**config.mk**
```make
export PLATFORM = sky130hd
export DESIGN_NAME = gtr_timer
export DESIGN_NICKNAME = d
export VERILOG_FILES = /design/src/shared/gtr_pkg.sv /design/src/verilog/gtr_timer.sv
export VERILOG_INCLUDE_DIRS = /design/src /design/src/shared
export SDC_FILE = /design/constraint.sdc
export NUM_CORES = 1
export LEC_CHECK = 0
export BUFFER_PORTS_ARGS = -buffer_cell sky130_fd_sc_hd__buf_2
export CAP_MARGIN = 20
export CORE_ASPECT_RATIO = 1.1
export CORE_MARGIN = 8
export CORE_UTILIZATION = 60
export DETAILED_ROUTE_END_ITERATION = 12
export HOLD_SLACK_MARGIN = 0.05
export PLACE_DENSITY = 0.91
export SYNTH_ARGS = -nofsm -noshare
export SYNTH_HDL_FRONTEND = slang
export SYNTH_SLANG_ARGS = --single-unit
```
**constraint.sdc**
```tcl
create_clock -name aclk -period 4.9 [get_ports aclk]
set_input_delay 0.735 -clock aclk [delete_from_list [all_inputs] [get_ports aclk]]
set_output_delay 0.735 -clock aclk [all_outputs]
set_load 0.02 [all_outputs]
```
**src/shared/gtr_cfg.svh**
```systemverilog
`ifndef GTR_CFG_SVH
`define GTR_CFG_SVH

// Register byte offsets on the bus
`define GTR_OFS_COUNT     8'h00
`define GTR_OFS_PERIOD    8'h04
`define GTR_OFS_CONTROL   8'h08
`define GTR_OFS_OSC_CTRL  8'h0c
`define GTR_OFS_IRQ_STAT  8'h10
`define GTR_OFS_IRQ_MASK  8'h14

// Control word bit positions
`define GTR_BIT_RUN       15
`define GTR_BIT_IDLE_STOP 13
`define GTR_BIT_GATE      6
`define GTR_BIT_PSC_HI    5
`define GTR_BIT_PSC_LO    4
`define GTR_BIT_SYNC      2
`define GTR_BIT_CLK_SRC   1

// Oscillator control bit position
`define GTR_BIT_LPOSC     1

// Interrupt status and mask bit positions
`define GTR_IRQ_PERIOD    0
`define GTR_IRQ_GATE      1
`define GTR_IRQ_WAKE      2
`define GTR_IRQ_W         3

// Reset values
`define GTR_RST_COUNT     16'h0000
`define GTR_RST_PERIOD    16'hffff
`define GTR_RST_CONTROL   16'h0000

// Prescaler terminal counts for 1:1, 1:8, 1:64, 1:256
`define GTR_PSC_LAST_1    8'h00
`define GTR_PSC_LAST_8    8'h07
`define GTR_PSC_LAST_64   8'h3f
`define GTR_PSC_LAST_256  8'hff

// Bus responses
`define GTR_RESP_OKAY     2'b00
`define GTR_RESP_SLVERR   2'b10

`endif

```
**src/shared/gtr_pkg.sv**
```systemverilog
package gtr_pkg;

  typedef enum logic [5:0] {
    GTR_MODE_OFF   = 6'b000001,
    GTR_MODE_TIMER = 6'b000010,
    GTR_MODE_GATED = 6'b000100,
    GTR_MODE_SYNC  = 6'b001000,
    GTR_MODE_ASYNC = 6'b010000,
    GTR_MODE_RTC   = 6'b100000
  } gtr_mode_e;

  typedef struct packed {
    logic [15:0] count;
    logic [15:0] period;
    logic        run;
    logic        idle_stop;
    logic        gate_en;
    logic [1:0]  psc_sel;
    logic        sync_sel;
    logic        clk_src;
    logic        lposc_en;
    logic [2:0]  status;
    logic [2:0]  mask;
    logic [7:0]  psc;
    logic        sync1;
    logic        sync2;
    logic        sync3;
    logic        ext_prev;
    logic        lp_prev;
    logic        gate_prev;
    logic        aw_ok;
    logic [7:0]  awaddr;
    logic        w_ok;
    logic [31:0] wdata;
    logic [3:0]  wstrb;
    logic        bvalid;
    logic [1:0]  bresp;
    logic        rvalid;
    logic [1:0]  rresp;
    logic [31:0] rdata;
    logic        irq;
    logic        wake;
  } gtr_state_s;

endpackage

```
**src/verilog/gtr_timer.sv**
```systemverilog
// Implementation choices: the register addresses and register access over AXI4-Lite.
`timescale 1ns/10ps
// Behaviour
// RL1: Internal mode counts every cycle up to period, then wraps to zero.
// RL2: Idle halts counting when idle stop bit set; otherwise counting continues.
// RL3: Synchronous mode synchronises external clock, counts rising edges, wraps at period.
// RL4: Asynchronous mode counts raw external rising edges; idle stops it only if bit set.
// RL5: Gated mode counts cycles only while gate pin high.
// RL6: Gate falling edge raises interrupt flag, count kept.
// RL7: Selected clock divided by 1, 8, 64 or 256.
// RL8: Prescaler cleared on count write, run bit clear, reset; held while off.
// RL9: Control word write leaves count untouched; only count write changes it.
// RL10: Sleep counting only with run on, external clock, sync select zero.
// RL11: Period match sets sticky flag; hardware never clears it.
// RL12: Interrupt reaches processor only when enable bit set, any mode.
// RL13: RTC mode counts low-power oscillator edges up to period, then zero.
// RL14: Software keeps sync select zero for real-time-clock use.
// RL15: Low-power oscillator enable disables normal modes, adds carry-out wake event.
// RL16: RTC keeps counting through sleep while oscillator runs.
// RL17: Prescale select 00, 01, 10, 11 means 1, 8, 64, 256.
`include "gtr_cfg.svh"

module gtr_timer (
  input  wire logic        aclk,
  input  wire logic        aresetn,
  input  wire logic [7:0]  s_axi_awaddr,
  input  wire logic        s_axi_awvalid,
  output logic             s_axi_awready,
  input  wire logic [31:0] s_axi_wdata,
  input  wire logic [3:0]  s_axi_wstrb,
  input  wire logic        s_axi_wvalid,
  output logic             s_axi_wready,
  output logic [1:0]       s_axi_bresp,
  output logic             s_axi_bvalid,
  input  wire logic        s_axi_bready,
  input  wire logic [7:0]  s_axi_araddr,
  input  wire logic        s_axi_arvalid,
  output logic             s_axi_arready,
  output logic [31:0]      s_axi_rdata,
  output logic [1:0]       s_axi_rresp,
  output logic             s_axi_rvalid,
  input  wire logic        s_axi_rready,
  input  wire logic        gate_clock_pin,
  input  wire logic        lp_osc_in,
  input  wire logic        cpu_idle,
  input  wire logic        cpu_sleep,
  output logic             irq,
  output logic             wake_event
);

  gtr_pkg::gtr_state_s s_q;
  gtr_pkg::gtr_state_s s_d;
  gtr_pkg::gtr_mode_e  mode;

  logic        run_ok;
  logic        inc;
  logic        tick;
  logic        match;
  logic        wr_en;
  logic        rd_en;
  logic [2:0]  irq_set;
  logic [2:0]  irq_clr;
  logic [15:0] ctrl_word;

  // RL17: prescale encoding
  function automatic logic [7:0] psc_last(input logic [1:0] sel);
    case (sel)
      2'b00:   psc_last = `GTR_PSC_LAST_1;
      2'b01:   psc_last = `GTR_PSC_LAST_8;
      2'b10:   psc_last = `GTR_PSC_LAST_64;
      default: psc_last = `GTR_PSC_LAST_256;
    endcase
  endfunction

  function automatic logic [15:0] merge16(input logic [15:0] old,
                                          input logic [31:0] data,
                                          input logic [3:0]  strb);
    merge16 = old;
    if (strb[0]) begin
      merge16[7:0] = data[7:0];
    end
    if (strb[1]) begin
      merge16[15:8] = data[15:8];
    end
  endfunction

  always_comb begin
    ctrl_word                     = 16'h0000;
    ctrl_word[`GTR_BIT_RUN]       = s_q.run;
    ctrl_word[`GTR_BIT_IDLE_STOP] = s_q.idle_stop;
    ctrl_word[`GTR_BIT_GATE]      = s_q.gate_en;
    ctrl_word[`GTR_BIT_PSC_HI]    = s_q.psc_sel[1];
    ctrl_word[`GTR_BIT_PSC_LO]    = s_q.psc_sel[0];
    ctrl_word[`GTR_BIT_SYNC]      = s_q.sync_sel;
    ctrl_word[`GTR_BIT_CLK_SRC]   = s_q.clk_src;
  end

  assign s_axi_awready = !s_q.aw_ok && !s_q.bvalid;
  assign s_axi_wready  = !s_q.w_ok && !s_q.bvalid;
  assign s_axi_arready = !s_q.rvalid;
  assign s_axi_bvalid  = s_q.bvalid;
  assign s_axi_bresp   = s_q.bresp;
  assign s_axi_rvalid  = s_q.rvalid;
  assign s_axi_rresp   = s_q.rresp;
  assign s_axi_rdata   = s_q.rdata;
  assign irq           = s_q.irq;
  assign wake_event    = s_q.wake;

  assign wr_en = s_q.aw_ok && s_q.w_ok;
  assign rd_en = s_axi_arvalid && !s_q.rvalid;

  // Mode select; low-power oscillator overrides the normal modes
  always_comb begin
    if (!s_q.run) begin
      mode = gtr_pkg::GTR_MODE_OFF;
    end else if (s_q.lposc_en) begin
      // RL15: normal modes disabled
      // RL13: oscillator counted when external clock selected, gate off
      if (s_q.clk_src && !s_q.gate_en) begin
        mode = gtr_pkg::GTR_MODE_RTC;
      end else begin
        mode = gtr_pkg::GTR_MODE_OFF;
      end
    end else if (!s_q.clk_src) begin
      mode = s_q.gate_en ? gtr_pkg::GTR_MODE_GATED : gtr_pkg::GTR_MODE_TIMER;
    end else begin
      mode = s_q.sync_sel ? gtr_pkg::GTR_MODE_SYNC : gtr_pkg::GTR_MODE_ASYNC;
    end
  end

  always_comb begin
    // RL2: idle stop
    // RL4: async also obeys idle stop
    // RL10: sleep needs external, unsynchronised clock
    // RL16: RTC path meets the sleep condition only while sync select is zero (RL14)
    run_ok = s_q.run && !(cpu_idle && s_q.idle_stop)
             && (!cpu_sleep || (s_q.clk_src && !s_q.sync_sel));
    case (mode)
      // RL1: one step per cycle
      gtr_pkg::GTR_MODE_TIMER: inc = 1'b1;
      // RL5: cycles while gate high
      gtr_pkg::GTR_MODE_GATED: inc = gate_clock_pin;
      // RL3: synchronised rising edge
      gtr_pkg::GTR_MODE_SYNC:  inc = s_q.sync2 && !s_q.sync3;
      // RL4: raw rising edge
      gtr_pkg::GTR_MODE_ASYNC: inc = gate_clock_pin && !s_q.ext_prev;
      // RL13: oscillator rising edge
      gtr_pkg::GTR_MODE_RTC:   inc = lp_osc_in && !s_q.lp_prev;
      default:                 inc = 1'b0;
    endcase
    // RL7: divide by prescaler
    // A smaller prescale select must not leave the counter past its terminal value
    tick  = run_ok && inc && (s_q.psc >= psc_last(s_q.psc_sel));
    match = tick && (s_q.count == s_q.period);
  end

  always_comb begin
    s_d       = s_q;
    s_d.wake  = 1'b0;
    irq_set   = 3'b000;
    irq_clr   = 3'b000;

    // Only sync2 reads sync1
    s_d.sync1     = gate_clock_pin;
    s_d.sync2     = s_q.sync1;
    s_d.sync3     = s_q.sync2;
    s_d.ext_prev  = gate_clock_pin;
    s_d.lp_prev   = lp_osc_in;
    s_d.gate_prev = gate_clock_pin;

    // RL8: prescaler holds while off
    if (run_ok && inc) begin
      s_d.psc = tick ? 8'h00 : s_q.psc + 8'h01;
    end

    if (tick) begin
      // RL1: wrap at period
      s_d.count = match ? 16'h0000 : s_q.count + 16'h0001;
    end

    // RL11: sticky period flag
    if (match) begin
      irq_set[`GTR_IRQ_PERIOD] = 1'b1;
    end

    // RL15: carry-out wake event
    if (match && s_q.lposc_en) begin
      s_d.wake               = 1'b1;
      irq_set[`GTR_IRQ_WAKE] = 1'b1;
    end

    // RL6: gate falling edge flag, count kept
    if (mode == gtr_pkg::GTR_MODE_GATED && s_q.gate_prev && !gate_clock_pin) begin
      irq_set[`GTR_IRQ_GATE] = 1'b1;
    end

    // Write channels taken independently, either order
    if (s_axi_awvalid && s_axi_awready) begin
      s_d.aw_ok  = 1'b1;
      s_d.awaddr = s_axi_awaddr;
    end
    if (s_axi_wvalid && s_axi_wready) begin
      s_d.w_ok  = 1'b1;
      s_d.wdata = s_axi_wdata;
      s_d.wstrb = s_axi_wstrb;
    end

    if (wr_en) begin
      s_d.aw_ok  = 1'b0;
      s_d.w_ok   = 1'b0;
      s_d.bvalid = 1'b1;
      s_d.bresp  = `GTR_RESP_OKAY;
      case ({s_q.awaddr[7:2], 2'b00})
        `GTR_OFS_COUNT: begin
          // RL8: count write clears prescaler
          // RL9: only this write changes the count
          s_d.count = merge16(s_q.count, s_q.wdata, s_q.wstrb);
          // Prescaler clock halted while off, so it keeps its value then
          if (s_q.run) begin
            s_d.psc = 8'h00;
          end
        end
        `GTR_OFS_PERIOD: begin
          s_d.period = merge16(s_q.period, s_q.wdata, s_q.wstrb);
        end
        `GTR_OFS_CONTROL: begin
          if (s_q.wstrb[1]) begin
            s_d.run       = s_q.wdata[`GTR_BIT_RUN];
            s_d.idle_stop = s_q.wdata[`GTR_BIT_IDLE_STOP];
            // RL8: clearing run clears prescaler
            if (s_q.run && !s_q.wdata[`GTR_BIT_RUN]) begin
              s_d.psc = 8'h00;
            end
          end
          if (s_q.wstrb[0]) begin
            s_d.gate_en  = s_q.wdata[`GTR_BIT_GATE];
            s_d.psc_sel  = s_q.wdata[`GTR_BIT_PSC_HI:`GTR_BIT_PSC_LO];
            // RL14: software keeps this zero for the oscillator
            s_d.sync_sel = s_q.wdata[`GTR_BIT_SYNC];
            s_d.clk_src  = s_q.wdata[`GTR_BIT_CLK_SRC];
          end
        end
        `GTR_OFS_OSC_CTRL: begin
          if (s_q.wstrb[0]) begin
            s_d.lposc_en = s_q.wdata[`GTR_BIT_LPOSC];
          end
        end
        `GTR_OFS_IRQ_STAT: begin
          // Status is read-to-clear; writes are ignored
        end
        `GTR_OFS_IRQ_MASK: begin
          if (s_q.wstrb[0]) begin
            s_d.mask = s_q.wdata[`GTR_IRQ_W-1:0];
          end
        end
        default: begin
          s_d.bresp = `GTR_RESP_SLVERR;
        end
      endcase
    end
    if (s_q.bvalid && s_axi_bready) begin
      s_d.bvalid = 1'b0;
    end

    if (rd_en) begin
      s_d.rvalid = 1'b1;
      s_d.rresp  = `GTR_RESP_OKAY;
      s_d.rdata  = 32'h0000_0000;
      case ({s_axi_araddr[7:2], 2'b00})
        `GTR_OFS_COUNT:    s_d.rdata[15:0] = s_q.count;
        `GTR_OFS_PERIOD:   s_d.rdata[15:0] = s_q.period;
        `GTR_OFS_CONTROL:  s_d.rdata[15:0] = ctrl_word;
        `GTR_OFS_OSC_CTRL: s_d.rdata[`GTR_BIT_LPOSC] = s_q.lposc_en;
        `GTR_OFS_IRQ_STAT: begin
          s_d.rdata[`GTR_IRQ_W-1:0] = s_q.status;
          irq_clr                   = s_q.status;
        end
        `GTR_OFS_IRQ_MASK: s_d.rdata[`GTR_IRQ_W-1:0] = s_q.mask;
        default:           s_d.rresp = `GTR_RESP_SLVERR;
      endcase
    end
    if (s_q.rvalid && s_axi_rready) begin
      s_d.rvalid = 1'b0;
    end

    // RL11: a new event beats a clearing read
    s_d.status = (s_q.status & ~irq_clr) | irq_set;
    // RL12: enable gates the request
    s_d.irq    = |(s_d.status & s_d.mask);
  end

  always_ff @(posedge aclk) begin
    if (!aresetn) begin
      s_q         <= '0;
      s_q.count   <= `GTR_RST_COUNT;
      s_q.period  <= `GTR_RST_PERIOD;
      s_q.bresp   <= `GTR_RESP_OKAY;
      s_q.rresp   <= `GTR_RESP_OKAY;
    end else begin
      s_q <= s_d;
    end
  end

endmodule

```
# ---- Yosys cells after proc, flatten, opt, wreduce, memory -nomap -nowiden
# Index checks and enable logic that the tools add are counted.
# W data, S select, Z words.
dict set report op_classes {
  n_addsub 2
  order_cmp 1
  n_eq_ne 20
  muxes 42
  bitwise_logic 5
  n_reduce_logical 51
}
# cell n
set ops {}
lappend ops {{$mux W8} 9}
lappend ops {{$mux W16} 4}
lappend ops {{$mux W40} 1}
lappend ops {{$pmux W13 S3} 1}
lappend ops {{$eq A6 B2 Y1 const B} 5}
lappend ops {{$eq A6 B3 Y1 const B} 5}
lappend ops {{$pmux W8 S3} 1}
lappend ops {{$logic_and A1 B1 Y1} 23}
lappend ops {{$mux W6} 3}
lappend ops {{$add A16 B1 Y16 const B} 1}
lappend ops {{$eq A16 B16 Y1} 1}
lappend ops {{$pmux W8 S2} 1}
lappend ops {{$mux W3} 5}
lappend ops {{$mux W5} 3}
lappend ops {{$reduce_and A3 Y1} 5}
lappend ops {{$logic_not A1 Y1} 13}
lappend ops {{$eq A6 B1 Y1 const B} 2}
lappend ops {{$logic_not A6 Y1} 2}
lappend ops {{$reduce_or A6 Y1} 2}
lappend ops {{$mux W11} 1}
lappend ops {{$pmux W1 S5} 2}
lappend ops {{$add A8 B1 Y8 const B} 1}
lappend ops {{$ge A8 B8 Y1} 1}
lappend ops {{$mux W7} 1}
lappend ops {{18 further kinds} 28}
dict set report totals {
  reg_bits 110
  inputBits 63
}

# ---- Depth between registers and ports, before layout
# Gate-level depths: netlist (run 1).
dict set report depth {
  depth_word 17
  mapped_depth 11
}

# ---- Worst setup path before layout (run 1)
# No wires, ideal clock.
dict set report synth_path {
  kind {reg-to-reg}
  start {register s_q (netlist bit ctrl_word[4])}
  end {register s_q[131] (netlist name)}
  setup_time_ps 86
  arrival_time_ps 2256
  required_ps 4814
  slack_ps 2558
  path_stages_with_launch 12
  path_buffers 2
  path_cell_list {dfxtp_1 > or2_2 > inv_1 > ha_1 > a211oi_1 > o21ai_1 > a41oi_2 > nand2b_4 > buf_6 > buf_4 > a211oi_1 > a211oi_1}
}
dict set report synth_via {
  elab_chain_len 9
  word_cells_on_any_way 11
  classes_between {1 x order compare; 2 x eq/ne; 5 x mux; 3 x reduce/logical}
}
# element line
set synth_lines {}
lappend synth_lines {{from (decl)} gtr_timer.sv:51} ;# gtr_pkg::gtr_state_s s_q;
lappend synth_lines {{$eq A2 B2 Y1 (tied with other cells)} gtr_timer.sv:67} ;# case (sel)
lappend synth_lines {{$pmux W8 S3 (*)} gtr_timer.sv:67}
lappend synth_lines {{$ge A8 B8 Y1 (*)} gtr_timer.sv:153} ;# tick = run_ok && inc && (s_q.psc >= psc_last(s_q.psc_sel));
lappend synth_lines {{$logic_and A1 B1 Y1 (*)} gtr_timer.sv:153}
lappend synth_lines {{$logic_and A1 B1 Y1} gtr_timer.sv:154} ;# match = tick && (s_q.count == s_q.period);
lappend synth_lines {{$mux W16} gtr_timer.sv:178} ;# s_d.count = match ? 16'h0000 : s_q.count + 16'h0001;
lappend synth_lines {{$mux W16 (*)} gtr_timer.sv:176} ;# if (tick) begin
lappend synth_lines {{$mux W16} gtr_timer.sv:213} ;# case ({s_q.awaddr[7:2], 2'b00})
lappend synth_lines {{$mux W40 (*)} gtr_timer.sv:208} ;# if (wr_en) begin
# Every way passes the cells marked *; elsewhere a longest branch is shown, timed or not.
# A chain may end at the register's enable or synchronous reset.

# ---- Worst setup path after layout (run 1)
dict set report layout_path {
  start {register s_q (netlist bit ctrl_word[5])}
  end {register s_q[93] (netlist name)}
}
dict set report layout_via {
  elab_chain_len 10
  word_cells_on_any_way 13
  classes_between {1 x order compare; 2 x eq/ne; 8 x mux; 2 x reduce/logical}
}
# element line
set layout_lines {}
lappend layout_lines {{$eq A2 B2 Y1 (tied with other cells)} gtr_timer.sv:67}
lappend layout_lines {{$pmux W8 S3 (*)} gtr_timer.sv:67}
lappend layout_lines {{$ge A8 B8 Y1 (*)} gtr_timer.sv:153}
lappend layout_lines {{$logic_and A1 B1 Y1 (*)} gtr_timer.sv:153}
lappend layout_lines {{$mux W8 (*)} gtr_timer.sv:173} ;# s_d.psc = tick ? 8'h00 : s_q.psc + 8'h01;
lappend layout_lines {{$mux W8 (*)} gtr_timer.sv:172} ;# if (run_ok && inc) begin
lappend layout_lines {{$mux W8} gtr_timer.sv:231} ;# if (s_q.run && !s_q.wdata[`GTR_BIT_RUN]) begin
lappend layout_lines {{$mux W8} gtr_timer.sv:227} ;# if (s_q.wstrb[1]) begin
lappend layout_lines {{$pmux W8 S2} gtr_timer.sv:213}
lappend layout_lines {{$mux W11 (*)} gtr_timer.sv:208}
# Marks and branches as above.

==> reports/qor.yml, run 1 <==
die:
  core.rowCount: 37
  die_h_um: 117
  start_util: 0.607
  die_w_um: 108
  io_pins: 106
  core_um2: 9210
  dieArea_um2: 12700
logic_synthesis:
  post-synth-top-count-cell: "dfxtp_1"
  syn_area_per_cell_um2: 8.42
  async_flop_share: 0
  ys_warn_count: 0
  synthTopCellsByCount: "dfxtp_1 (106), nand2_1 (89), nor2_1 (66), mux2i_1 (45), buf_4 (39)"
  ys_seq_elements: 106
  synth_cell_types: 68
  synth_edf_count: 0
  synth_area_um2: 5590
  seq_area_frac_synth: 0.380
  synth_cells: 664
  synth_top_cell_area_share: 0.380
  synth_top_cell_by_area: "dfxtp_1"
  synthFlopType: "dfxtp_1"
  synth_area_leaders: "dfxtp_1 (38%), mux2i_1 (8.1%), nand2_1 (6.0%), buf_4 (5.2%), nor2_1 (4.4%)"
critical_path:
  worstPathArrival_ns: 3.00
  rr_startpoint: "ctrl_word[5]$_SDFFE_PN0P_"
  crit_fanout: 22
  worstSetupStartpoint: "ctrl_word[5]$_SDFFE_PN0P_"
  worstPathRequired_ns: 5.21
  startpoint_type: "flop"
  worstSetupPathType: "flop to flop"
  endpoint_kind: "flop"
layout:
  layout-drive-gt1-share: 0.154
  antenna_cells: 0
  fin_util: 0.638
  nNetsFinal: 756
  final_area_um2: 5880
  area_growth_syn_to_layout_pct: 5.26
drt:
  vias: 4944
  drc: 0
  wirelength_um: 13500
  wl_per_cell_um: 16.8
  postRouteAntennaNets: 0
  viasPerCell: 6.15
  dr.pass1.iters: 6
  drtIter0Drc: 589
cts:
  cts_setup_buffers: 0
  cts_resized: 0
  cts_root_buf: "clkbuf_8"
  numClockSinks: 106
  cts.htree.levels: 3
  postCtsHoldBufs: 0
  cts_tree: "built"
  cts.reportedPaths.clkPinSlew_ns: 0.10
  numCtsBuffers: 9
  cts.path.max_buffers: 2
  clock_latency_ns: 0.39
timing:
  max_slew_margin: 0.371
  finalMaxSlewViolations: 0
  timing.final.crit_period_ns: 2.70
  fin_crit_sh: 0.551
  worst_slew_pin_slew_ns: 0.937
  final-hold-violation-count: 0
  fmax_mhz: 371
  fin_skew_ns: 0.0160
  finalSetupTns_ns: 0
  rsz0062_at_grt: "no"
  finalSetupViolations: 0
pwr:
  pwr_density_cell_nw_per_um2: 278
  ir_worst_vdd_uv: 158
  p_leak_nw: 2.30
global_routing:
  grt.overflow.total: 0
  grt_antenna_before_repair: 0
  first_global_vias: 4698
  grtUsageTotal: 0.213
  grt_pass1_wl_um: 21900
  grt_max_degree: 48
place:
  port_buffers: 65
  placed_cell_area_um2: 5690
  gp_congestion: 0.897
  dpl.hpwl_um: 9780
run:
  timing.max_cap.violations: 0
run_status:
  status: "completed"
hold_path:
  hp-class: "flop to flop"
  holdCritStartpoint: "s_axi_rdata[1]$_SDFFE_PN0P_"
[worst max-delay path, stage by stage, from the launching register on]
cell and delay, ns:
dfxtp_1 0.37, or2_2 0.31, inv_1 0.09, ha_1 0.24
a211oi_1 0.19, o21ai_1 0.11, a41oi_2 0.46, nand2b_4 0.38
nand3_2 0.24, a21oi_1 0.22
[metrics by stage]
stage	setup WS (ns)	instances	hold slack [ns]	total power (W)
finish	2.20	804	0.463	0.00164
global route	2.07	804	0.499	0.00171
CTS	2.26	803	0.466	0.00164
detailed placement	2.19	788	0.453	0.00113
global placement	2.28	788	0.435	0.00112
floorplan	2.56	681	0.430	0.00109
[state kept, by name (all words and copies together), names as in the netlist]
signal	flops
s_axi_bvalid	1
s_axi_rvalid	1
s_d	1
irq	1
s_q	76
s_axi_rresp	1
s_axi_bresp	1
wake_event	1
s_axi_rdata	16
ctrl_word	7
[power by group]
part	internal, W	switching, W	leakage, nW
Clock	0.000246	0.000280	0.0962
Combinational	0.0000661	0.000114	1.35
Sequential	0.000891	0.0000388	0.863
Total	0.00120	0.000432	2.30
[metal layers]
layer / global-route usage / vias to the layer above / wire length (um)
li1: - / 2349 / -
met1: 0.254 / 2282 / 5540
met2: 0.348 / 267 / 6210
met3: 0.0570 / 46 / 1340
met4: 0.102 / 0 / 432
met5: 0 / - / 0
[layout make-up]
type	count	area, um2
Multi-Input combinational cell	485	3030
Tap cell	117	146
Inverter	13	48.8
Clock inverter	3	40.0
Timing Repair Buffer	68	348
Fill cell	772	3330
Sequential cell	106	2120
Clock buffer	12	145
[placed cells by master (no fill, tap or decap), types with 14 or more instances in the layout]
cell,instances
buf_2,65
nand3_1,21
dfxtp_1,106
nor3_1,21
conb_1,18
nand2_1,89
a21oi_1,35
mux2i_1,45
nand4_1,16
xnor2_1,18
a211oi_1,14
nor2_1,66
[cells by family (layout without fill, tap and decap cells)]
kind of cell / after synthesis / in the layout / share of synthesized area
simple gates: 269 / 269 / 0.238
compound gates: 117 / 117 / 0.147
flops: 106 / 106 / 0.380
buf+inv: 90 / 96 / 0.0891
mux: 50 / 50 / 0.0907
xor+xnor: 21 / 21 / 0.0329
fa+ha+maj: 10 / 10 / 0.0224
other cells: 1 / 18 / 0.000671
[path summary, 6_finish.rpt]
kind	endpoint	slack (ns)	depth (start not counted)
setup / recovery	s_q[93]$_SDFF_PN0_	2.20	9
hold / removal	s_axi_rdata[1]$_SDFFE_PN0P_	0.46	2
setup reg to reg	s_q[93]$_SDFF_PN0_	2.20	9
hold reg to reg	s_axi_rdata[1]$_SDFFE_PN0P_	0.46	2
Power figures use the tool's default switching activity.
==> run 2: changes to the inputs <==
Settings changed: ABC_AREA from default to 1, CORE_UTILIZATION 60 to 56, PLACE_DENSITY 0.91 to 0.87.
Clock period 4.9 ns to 2.8 ns, I/O delays scaled along.
==> reports/qor.yml, run 2 <==
die:
  dieArea_um2: 13200  # was 12700 um2
  start_util: 0.563  # was 0.607
  io_pins: 106  # unchanged
  die_h_um: 120  # was 117 um
  core.rowCount: 38  # was 37
  core_um2: 9700  # was 9210 um2
  die_w_um: 110  # was 108 um
logic_synthesis:
  post-synth-top-count-cell: "nand2_1"  # was dfxtp_1
  synth-simple-area-share: 0.257  # was 0.238
  synth_area_um2: 5460  # was 5590 um2
  synthTopCellsByCount: "nand2_1 (157), dfxtp_1 (106), nor2_1 (102), inv_1 (80), o21ai_0 (73)"  # was dfxtp_1 (106), nand2_1 (89), nor2_1 (66), mux2i_1 (45), buf_4 (39)
  ys_warn_count: 0  # unchanged
  seq_area_frac_synth: 0.389  # was 0.380
  synth_edf_count: 0  # unchanged
  syn_area_per_cell_um2: 7.02  # was 8.42 um2
  synth-compound-area-share: 0.170  # was 0.147
  synth_xor_area_frac: 0.0321  # was 0.0329
  async_flop_share: 0  # unchanged
  ys_seq_elements: 106  # unchanged
  synth_top_family_by_area: "simple AND/OR/NAND/NOR gates"  # unchanged
  synth_top_cell_area_share: 0.389  # was 0.380
  synth_area_leaders: "dfxtp_1 (39%), nand2_1 (11%), nor2_1 (7.0%), o21ai_0 (6.7%), inv_1 (5.5%)"  # was dfxtp_1 (38%), mux2i_1 (8.1%), nand2_1 (6.0%), buf_4 (5.2%), nor2_1 (4.4%)
  synthAdderAreaFrac: 0.0229  # was 0.0224
  synthFlopType: "dfxtp_1"  # unchanged
  yosys-mux-area-fraction: 0  # was 0.0907
  synth_cell_types: 42  # was 68
  synth_top_cell_by_area: "dfxtp_1"  # unchanged
  synth_cells: 778  # was 664
drt:
  wirelength_um: 13400  # was 13500 um
  drc: 0  # unchanged
  viasPerCell: 5.34  # was 6.15
  vias: 5027  # was 4944
  wl_per_cell_um: 14.2  # was 16.8 um
  postRouteAntennaNets: 0  # unchanged
  dr.pass1.iters: 5  # was 6
  drtIter0Drc: 393  # was 589
critical_path:
  worstPathRequired_ns: 3.11  # was 5.21 ns
  worstSetupPathType: "flop to flop"  # unchanged
  startpoint_type: "flop"  # unchanged
  crit_fanout: 12  # was 22
  worstPathArrival_ns: 2.55  # was 3.00 ns
  endpoint_kind: "flop"  # unchanged
  rr_startpoint: "ctrl_word[5]$_SDFFE_PN0P_"  # unchanged
  worstSetupStartpoint: "ctrl_word[5]$_SDFFE_PN0P_"  # unchanged
cts:
  cts.reportedPaths.clkPinSlew_ns: 0.10  # about the same
  numClockSinks: 106  # unchanged
  cts_setup_buffers: 0  # unchanged
  postCtsHoldBufs: 0  # unchanged
  cts_tree: "built"  # unchanged
  cts_root_buf: "clkbuf_8"  # unchanged
  cts.htree.levels: 3  # unchanged
  numCtsBuffers: 9  # unchanged
  clock_latency_ns: 0.38  # was 0.39 ns
  cts_resized: 0  # unchanged
  cts.path.max_buffers: 2  # unchanged
global_routing:
  grt.overflow.total: 0  # unchanged
  grt_max_degree: 68  # was 48
  grt_pass1_wl_um: 22200  # was 21900 um
  first_global_vias: 4713  # was 4698
  grt_antenna_before_repair: 0  # unchanged
  grtUsageTotal: 0.208  # was 0.213
timing:
  layout_setup_ws_ns: 0.556  # was 2.20 ns
  finalMaxSlewViolations: 0  # unchanged
  worst_slew_pin_slew_ns: 0.599  # was 0.937 ns
  fin_crit_sh: 0.801  # was 0.551
  max_slew_margin: 0.601  # was 0.371
  holdWs_ns: 0.221  # was 0.463 ns
  finalSetupViolations: 0  # unchanged
  final-hold-violation-count: 0  # unchanged
  fmax_mhz: 446  # was 371 MHz
  finalSetupTns_ns: 0  # unchanged
  fin_skew_ns: 0.0133  # was 0.0160 ns
  timing.final.crit_period_ns: 2.24  # was 2.70 ns
  rsz0062_at_grt: "no"  # unchanged
layout:
  layout-drive-gt1-share: 0.129  # was 0.154
  area_growth_syn_to_layout_pct: 7.82  # was 5.26%
  nNetsFinal: 891  # was 756
  largest_register: "s_q"  # unchanged
  final_area_um2: 5890  # was 5880 um2
  fin_util: 0.607  # was 0.638
  final_common_cell: "nand2_1"  # was dfxtp_1
  most-common-layout-cells: "nand2_1 (157), dfxtp_1 (106), nor2_1 (102)"  # was dfxtp_1 (106), nand2_1 (89), nor2_1 (66)
  largest_reg_flops: 76  # unchanged
  num-fill-cells: 950  # was 772
  antenna_cells: 0  # unchanged
place:
  post-place-ws_ns: 0.610  # was 2.19 ns
  gp_congestion: 0.895  # was 0.897
  placed_cell_area_um2: 5680  # was 5690 um2
  dpl.hpwl_um: 10100  # was 9780 um
  port_buffers: 65  # unchanged
hold_path:
  hp-class: "input pin to flop"  # was flop to flop
  holdCritStartpoint: "s_axi_bready"  # was s_axi_rdata[1]$_SDFFE_PN0P_
run_status:
  status: "completed"  # unchanged
pwr:
  switching_share: 0.264  # about the same
  p_leak_nw: 2.55  # was 2.30 nW
  ir_worst_vdd_uv: 268  # was 158 uV
  p_sw_w: 0.000769  # was 0.000432 W
  pwr_density_cell_nw_per_um2: 496  # was 278 nW/um2
  p_clk_frac: 0.348  # was 0.321
  internal_power_w: 0.00215  # was 0.00120 W
  power_frac_comb: 0.100  # was 0.110
  p_seq_frac: 0.553  # was 0.568
run:
  timing.max_cap.violations: 0  # unchanged
[run 2: changes by cell type after synthesis, sizes merged, moves of 14 or more]
cell / before / now
a21oi: 37 / 52
clkbuf: 30 / 16
inv: 13 / 84
mux2i: 45 / 0
nand2: 89 / 160
nand3: 22 / 39
nor2: 68 / 107
o21ai: 13 / 75
[run 2: power by group through the flow]
stage / sequential [W] / clock (W) / combinational, W
after CTS: 0.00161 / 0.00103 / 0.000291
after global placement: 0.00164 / 0 / 0.000284
after floorplan: 0.00163 / 0 / 0.000227
final: 0.00161 / 0.00102 / 0.000291
after global routing: 0.00162 / 0.00109 / 0.000330
after detailed placement: 0.00165 / 0 / 0.000290
[run 2: worst paths after layout]
kind | endpoint | slack, ns | depth (start not counted)
worst min-delay path | s_axi_bvalid$_SDFFE_PP0P_ | 0.22 | 2
worst max register to register | s_q[143]$_SDFFE_PN0P_ | 0.56 | 12
worst min register to register | s_q[89]$_SDFF_PN0_ | 0.44 | 2
worst max-delay path | s_q[143]$_SDFFE_PN0P_ | 0.56 | 12
[run 2: kinds of logic after synthesis]
kind of cell	after synthesis
flip-flops	106
buffers and inverters	146
adder cells (fa/ha/maj)	10
AND/OR/NAND/NOR	330
other	1
XOR/XNOR	20
AO/OA/AOI/OAI	165
[run 2: through the flow]
stage / total power [W] / instances
2_1_floorplan: 0.00186 / 795
3_3_place_gp: 0.00193 / 927
3_5_place_dp: 0.00194 / 927
4_1_cts: 0.00293 / 942
5_1_grt: 0.00304 / 942
6_report: 0.00292 / 942
[run 2: cell type report]
cell class | instances | area [um2] | area share
Sequential cell | 106 | 2120 | 0.361
Multi-Input combinational cell | 543 | 2700 | 0.459
Tap cell | 120 | 150 | 0.0255
Inverter | 85 | 320 | 0.0544
Clock inverter | 5 | 80.1 | 0.0136
Timing Repair Buffer | 73 | 385 | 0.0655
Clock buffer | 10 | 128 | 0.0217
[run 2: worst max-delay path, stage by stage, from the launching register on]
cell	delay, ns
dfxtp_1	0.36
inv_1	0.14
ha_1	0.33
a21oi_1	0.19
nand2_1	0.08
nand2_1	0.05
nand3_1	0.16
nand2_4	0.23
nor2_1	0.11
nor2_2	0.08
buf_4	0.20
nand3_1	0.11
a21oi_1	0.13
[run 2: metal layers]
layer	part of all wire	GRT usage
met2	0.46	0.325
met4	0.024	0.0934
met1	0.45	0.270
met5	0	0
met3	0.068	0.0424
==> run 3: changes to the inputs <==
Settings changed: CORE_UTILIZATION 56 to 50, PLACE_DENSITY 0.87 to 0.82.
Clock period 2.8 ns to 1.8 ns, I/O delays scaled along.
==> reports/qor.yml, run 3 (synthesis results as in run 2) <==
run_status:
  status: "finished, violations left"  # was completed
  violations: "negative setup slack"
die:
  start_util: 0.507  # was 0.563
  dieArea_um2: 14500  # was 13200 um2
  die_w_um: 116  # was 110 um
  die_h_um: 126  # was 120 um
  core.rowCount: 40  # was 38
  core_um2: 10800  # was 9700 um2
  io_pins: 106  # unchanged
timing:
  fin_skew_ns: 0.00792  # was 0.0133 ns
  worst_slew_pin_slew_ns: 0.516  # was 0.599 ns
  rsz0062_at_grt: "yes"  # was no
  layout_setup_ws_ns: -0.175  # was 0.556 ns
  finalSetupViolations: 27  # was 0
  max_slew_margin: 0.656  # was 0.601
  fmax_mhz: 506  # was 446 MHz
  fin_crit_sh: 1.10  # was 0.801
  final-hold-violation-count: 0  # unchanged
  finalMaxSlewViolations: 0  # unchanged
  timing.final.crit_period_ns: 1.97  # was 2.24 ns
pwr:
  p_leak_nw: 2.95  # was 2.55 nW
  pwr_density_cell_nw_per_um2: 765  # was 496 nW/um2
  ir_worst_vdd_uv: 415  # was 268 uV
critical_path:
  worstPathArrival_ns: 2.26  # was 2.55 ns
  worstSetupPathType: "flop to flop"  # unchanged
  cpMostUsedCell: "nand2_4"
  worstPathRequired_ns: 2.09  # was 3.11 ns
  crit_fanout: 5  # was 12
  crit_chain: "nand2_4, ha_4, nand2_4, nor2_4, nand4_1, nand3_2, nand2_4, buf_8, nor2_4, xor2_1, nand2_1, a21oi_1"  # was inv_1, ha_1, a21oi_1, nand2_1, nand2_1, nand3_1, nand2_4, nor2_1, nor2_2, buf_4, nand3_1, a21oi_1
  cpMaxStageDelayCell: "dfxtp_4"  # was dfxtp_1
  critPathBufInv: 1  # was 2
  max_stage_delay_ns: 0.40  # was 0.36 ns
  endpoint_kind: "flop"  # unchanged
  startpoint_type: "flop"  # unchanged
  r2r_slack_ns: -0.17  # was 0.56 ns
  path_delay_family: "simple AND/OR/NAND/NOR gates"  # unchanged
drt:
  drc: 0  # unchanged
  vias: 5424  # was 5027
  viasPerCell: 5.30  # was 5.34
  wirelength_um: 15100  # was 13400 um
  drtIter0Drc: 422  # was 393
  dr.pass1.iters: 5  # unchanged
  postRouteAntennaNets: 0  # unchanged
  wl_per_cell_um: 14.7  # was 14.2 um
layout:
  fin_util: 0.627  # was 0.607
  most-common-layout-cells: "nand2_1 (151), dfxtp_1 (103), nor2_1 (92)"  # was nand2_1 (157), dfxtp_1 (106), nor2_1 (102)
  largest_register: "s_q"  # unchanged
  layout-drive-gt1-share: 0.228  # was 0.129
  largest_reg_flops: 76  # unchanged
  nNetsFinal: 945  # was 891
  final_area_um2: 6750  # was 5890 um2
  antenna_cells: 0  # unchanged
  area_growth_syn_to_layout_pct: 23.6  # was 7.82%
  final_common_cell: "nand2_1"  # unchanged
global_routing:
  grt_pass1_wl_um: 24200  # was 22200 um
  grt_antenna_before_repair: 0  # unchanged
  grtUsageTotal: 0.206  # was 0.208
  grt_max_degree: 68  # unchanged
  first_global_vias: 5093  # was 4713
  grt.overflow.total: 0  # unchanged
cts:
  cts.path.max_buffers: 2  # unchanged
  cts_tree: "built"  # unchanged
  clock_latency_ns: 0.35  # was 0.38 ns
  cts_root_buf: "clkbuf_16"  # was clkbuf_8
  numClockSinks: 106  # unchanged
  cts.reportedPaths.clkPinSlew_ns: 0.07  # was 0.10 ns
  cts.htree.levels: 3  # unchanged
  numCtsBuffers: 9  # unchanged
  postCtsHoldBufs: 0  # unchanged
place:
  port_buffers: 65  # unchanged
  placed_cell_area_um2: 6120  # was 5680 um2
  gp_congestion: 0.919  # was 0.895
  dpl.hpwl_um: 10800  # was 10100 um
hold_path:
  hp-class: "input pin to flop"  # unchanged
run:
  timing.max_cap.violations: 0  # unchanged
run 3: cell types whose count changed in the layout (fill, tap and decap cells not counted), moves of 4 or more:
cell / change
nor2_4: +5
o21ai_0: -4
ha_4: +5
clkbuf_8: -9
inv_6: +4
nand2_4: +4
clkbuf_16: +9
nor2_2: +5
nor2_1: -10
ha_1: -6
nand2_1: -6
buf_4: +49
run 3: where the power goes:
group | internal, W | switching [W]
Combinational | 0.000183 | 0.000331
Sequential | 0.00242 | 0.0000769
Clock | 0.00123 | 0.000911
run 3: stage by stage:
step	hold slack (ns)	std cells	TNS (ns)	total power, W	worst slack [ns]
after floorplan	0.363	795	0	0.00289	0.00784
after global placement	0.413	1005	-3.92	0.00304	-0.260
after detailed placement	0.427	1005	-4.76	0.00306	-0.302
after CTS	0.0885	1024	-0.858	0.00517	-0.107
after global routing	0.100	1024	-5.44	0.00537	-0.297
final	0.0879	1024	-2.27	0.00516	-0.175
run 3: final timing paths:
| check | from | end | depth (start not counted) |
|---|---|---|---|
| worst max-delay path | ctrl_word[5]$_SDFFE_PN0P_ | s_q[133]$_SDFFE_PN0P_ | 12 |
| worst min-delay path | s_axi_bready | s_axi_bvalid$_SDFFE_PP0P_ | 2 |
| worst max register to register | ctrl_word[5]$_SDFFE_PN0P_ | s_q[133]$_SDFFE_PN0P_ | 12 |
| worst min register to register | s_d[89]$_SDFF_PN0_ | s_q[89]$_SDFF_PN0_ | 2 |
run 3: routing by layer:
metal | vias up | part of all wire | global-route usage
met5 | - | 0 | 0
met4 | 0 | 0.029 | 0.0879
met3 | 38 | 0.068 | 0.0313
met2 | 232 | 0.47 | 0.333
met1 | 2472 | 0.43 | 0.266
li1 | 2682 | - | -
run 3: final cells by class:
class	count	area (um2)
repair buffers	127	861
flip-flops and latches	106	2130
well taps	147	184
clock inverters	7	98.8
clock buffers	9	225
multi-input cells	543	2920
inverters	85	330
fillers	951	4010
run 3: repair_timing:
item,4_1_cts,5_1_grt
pin swaps,11,10
gates resized for setup,32,27
gates cloned,1,0
setup buffers,2,0
endpoints found under the setup margin,28,37
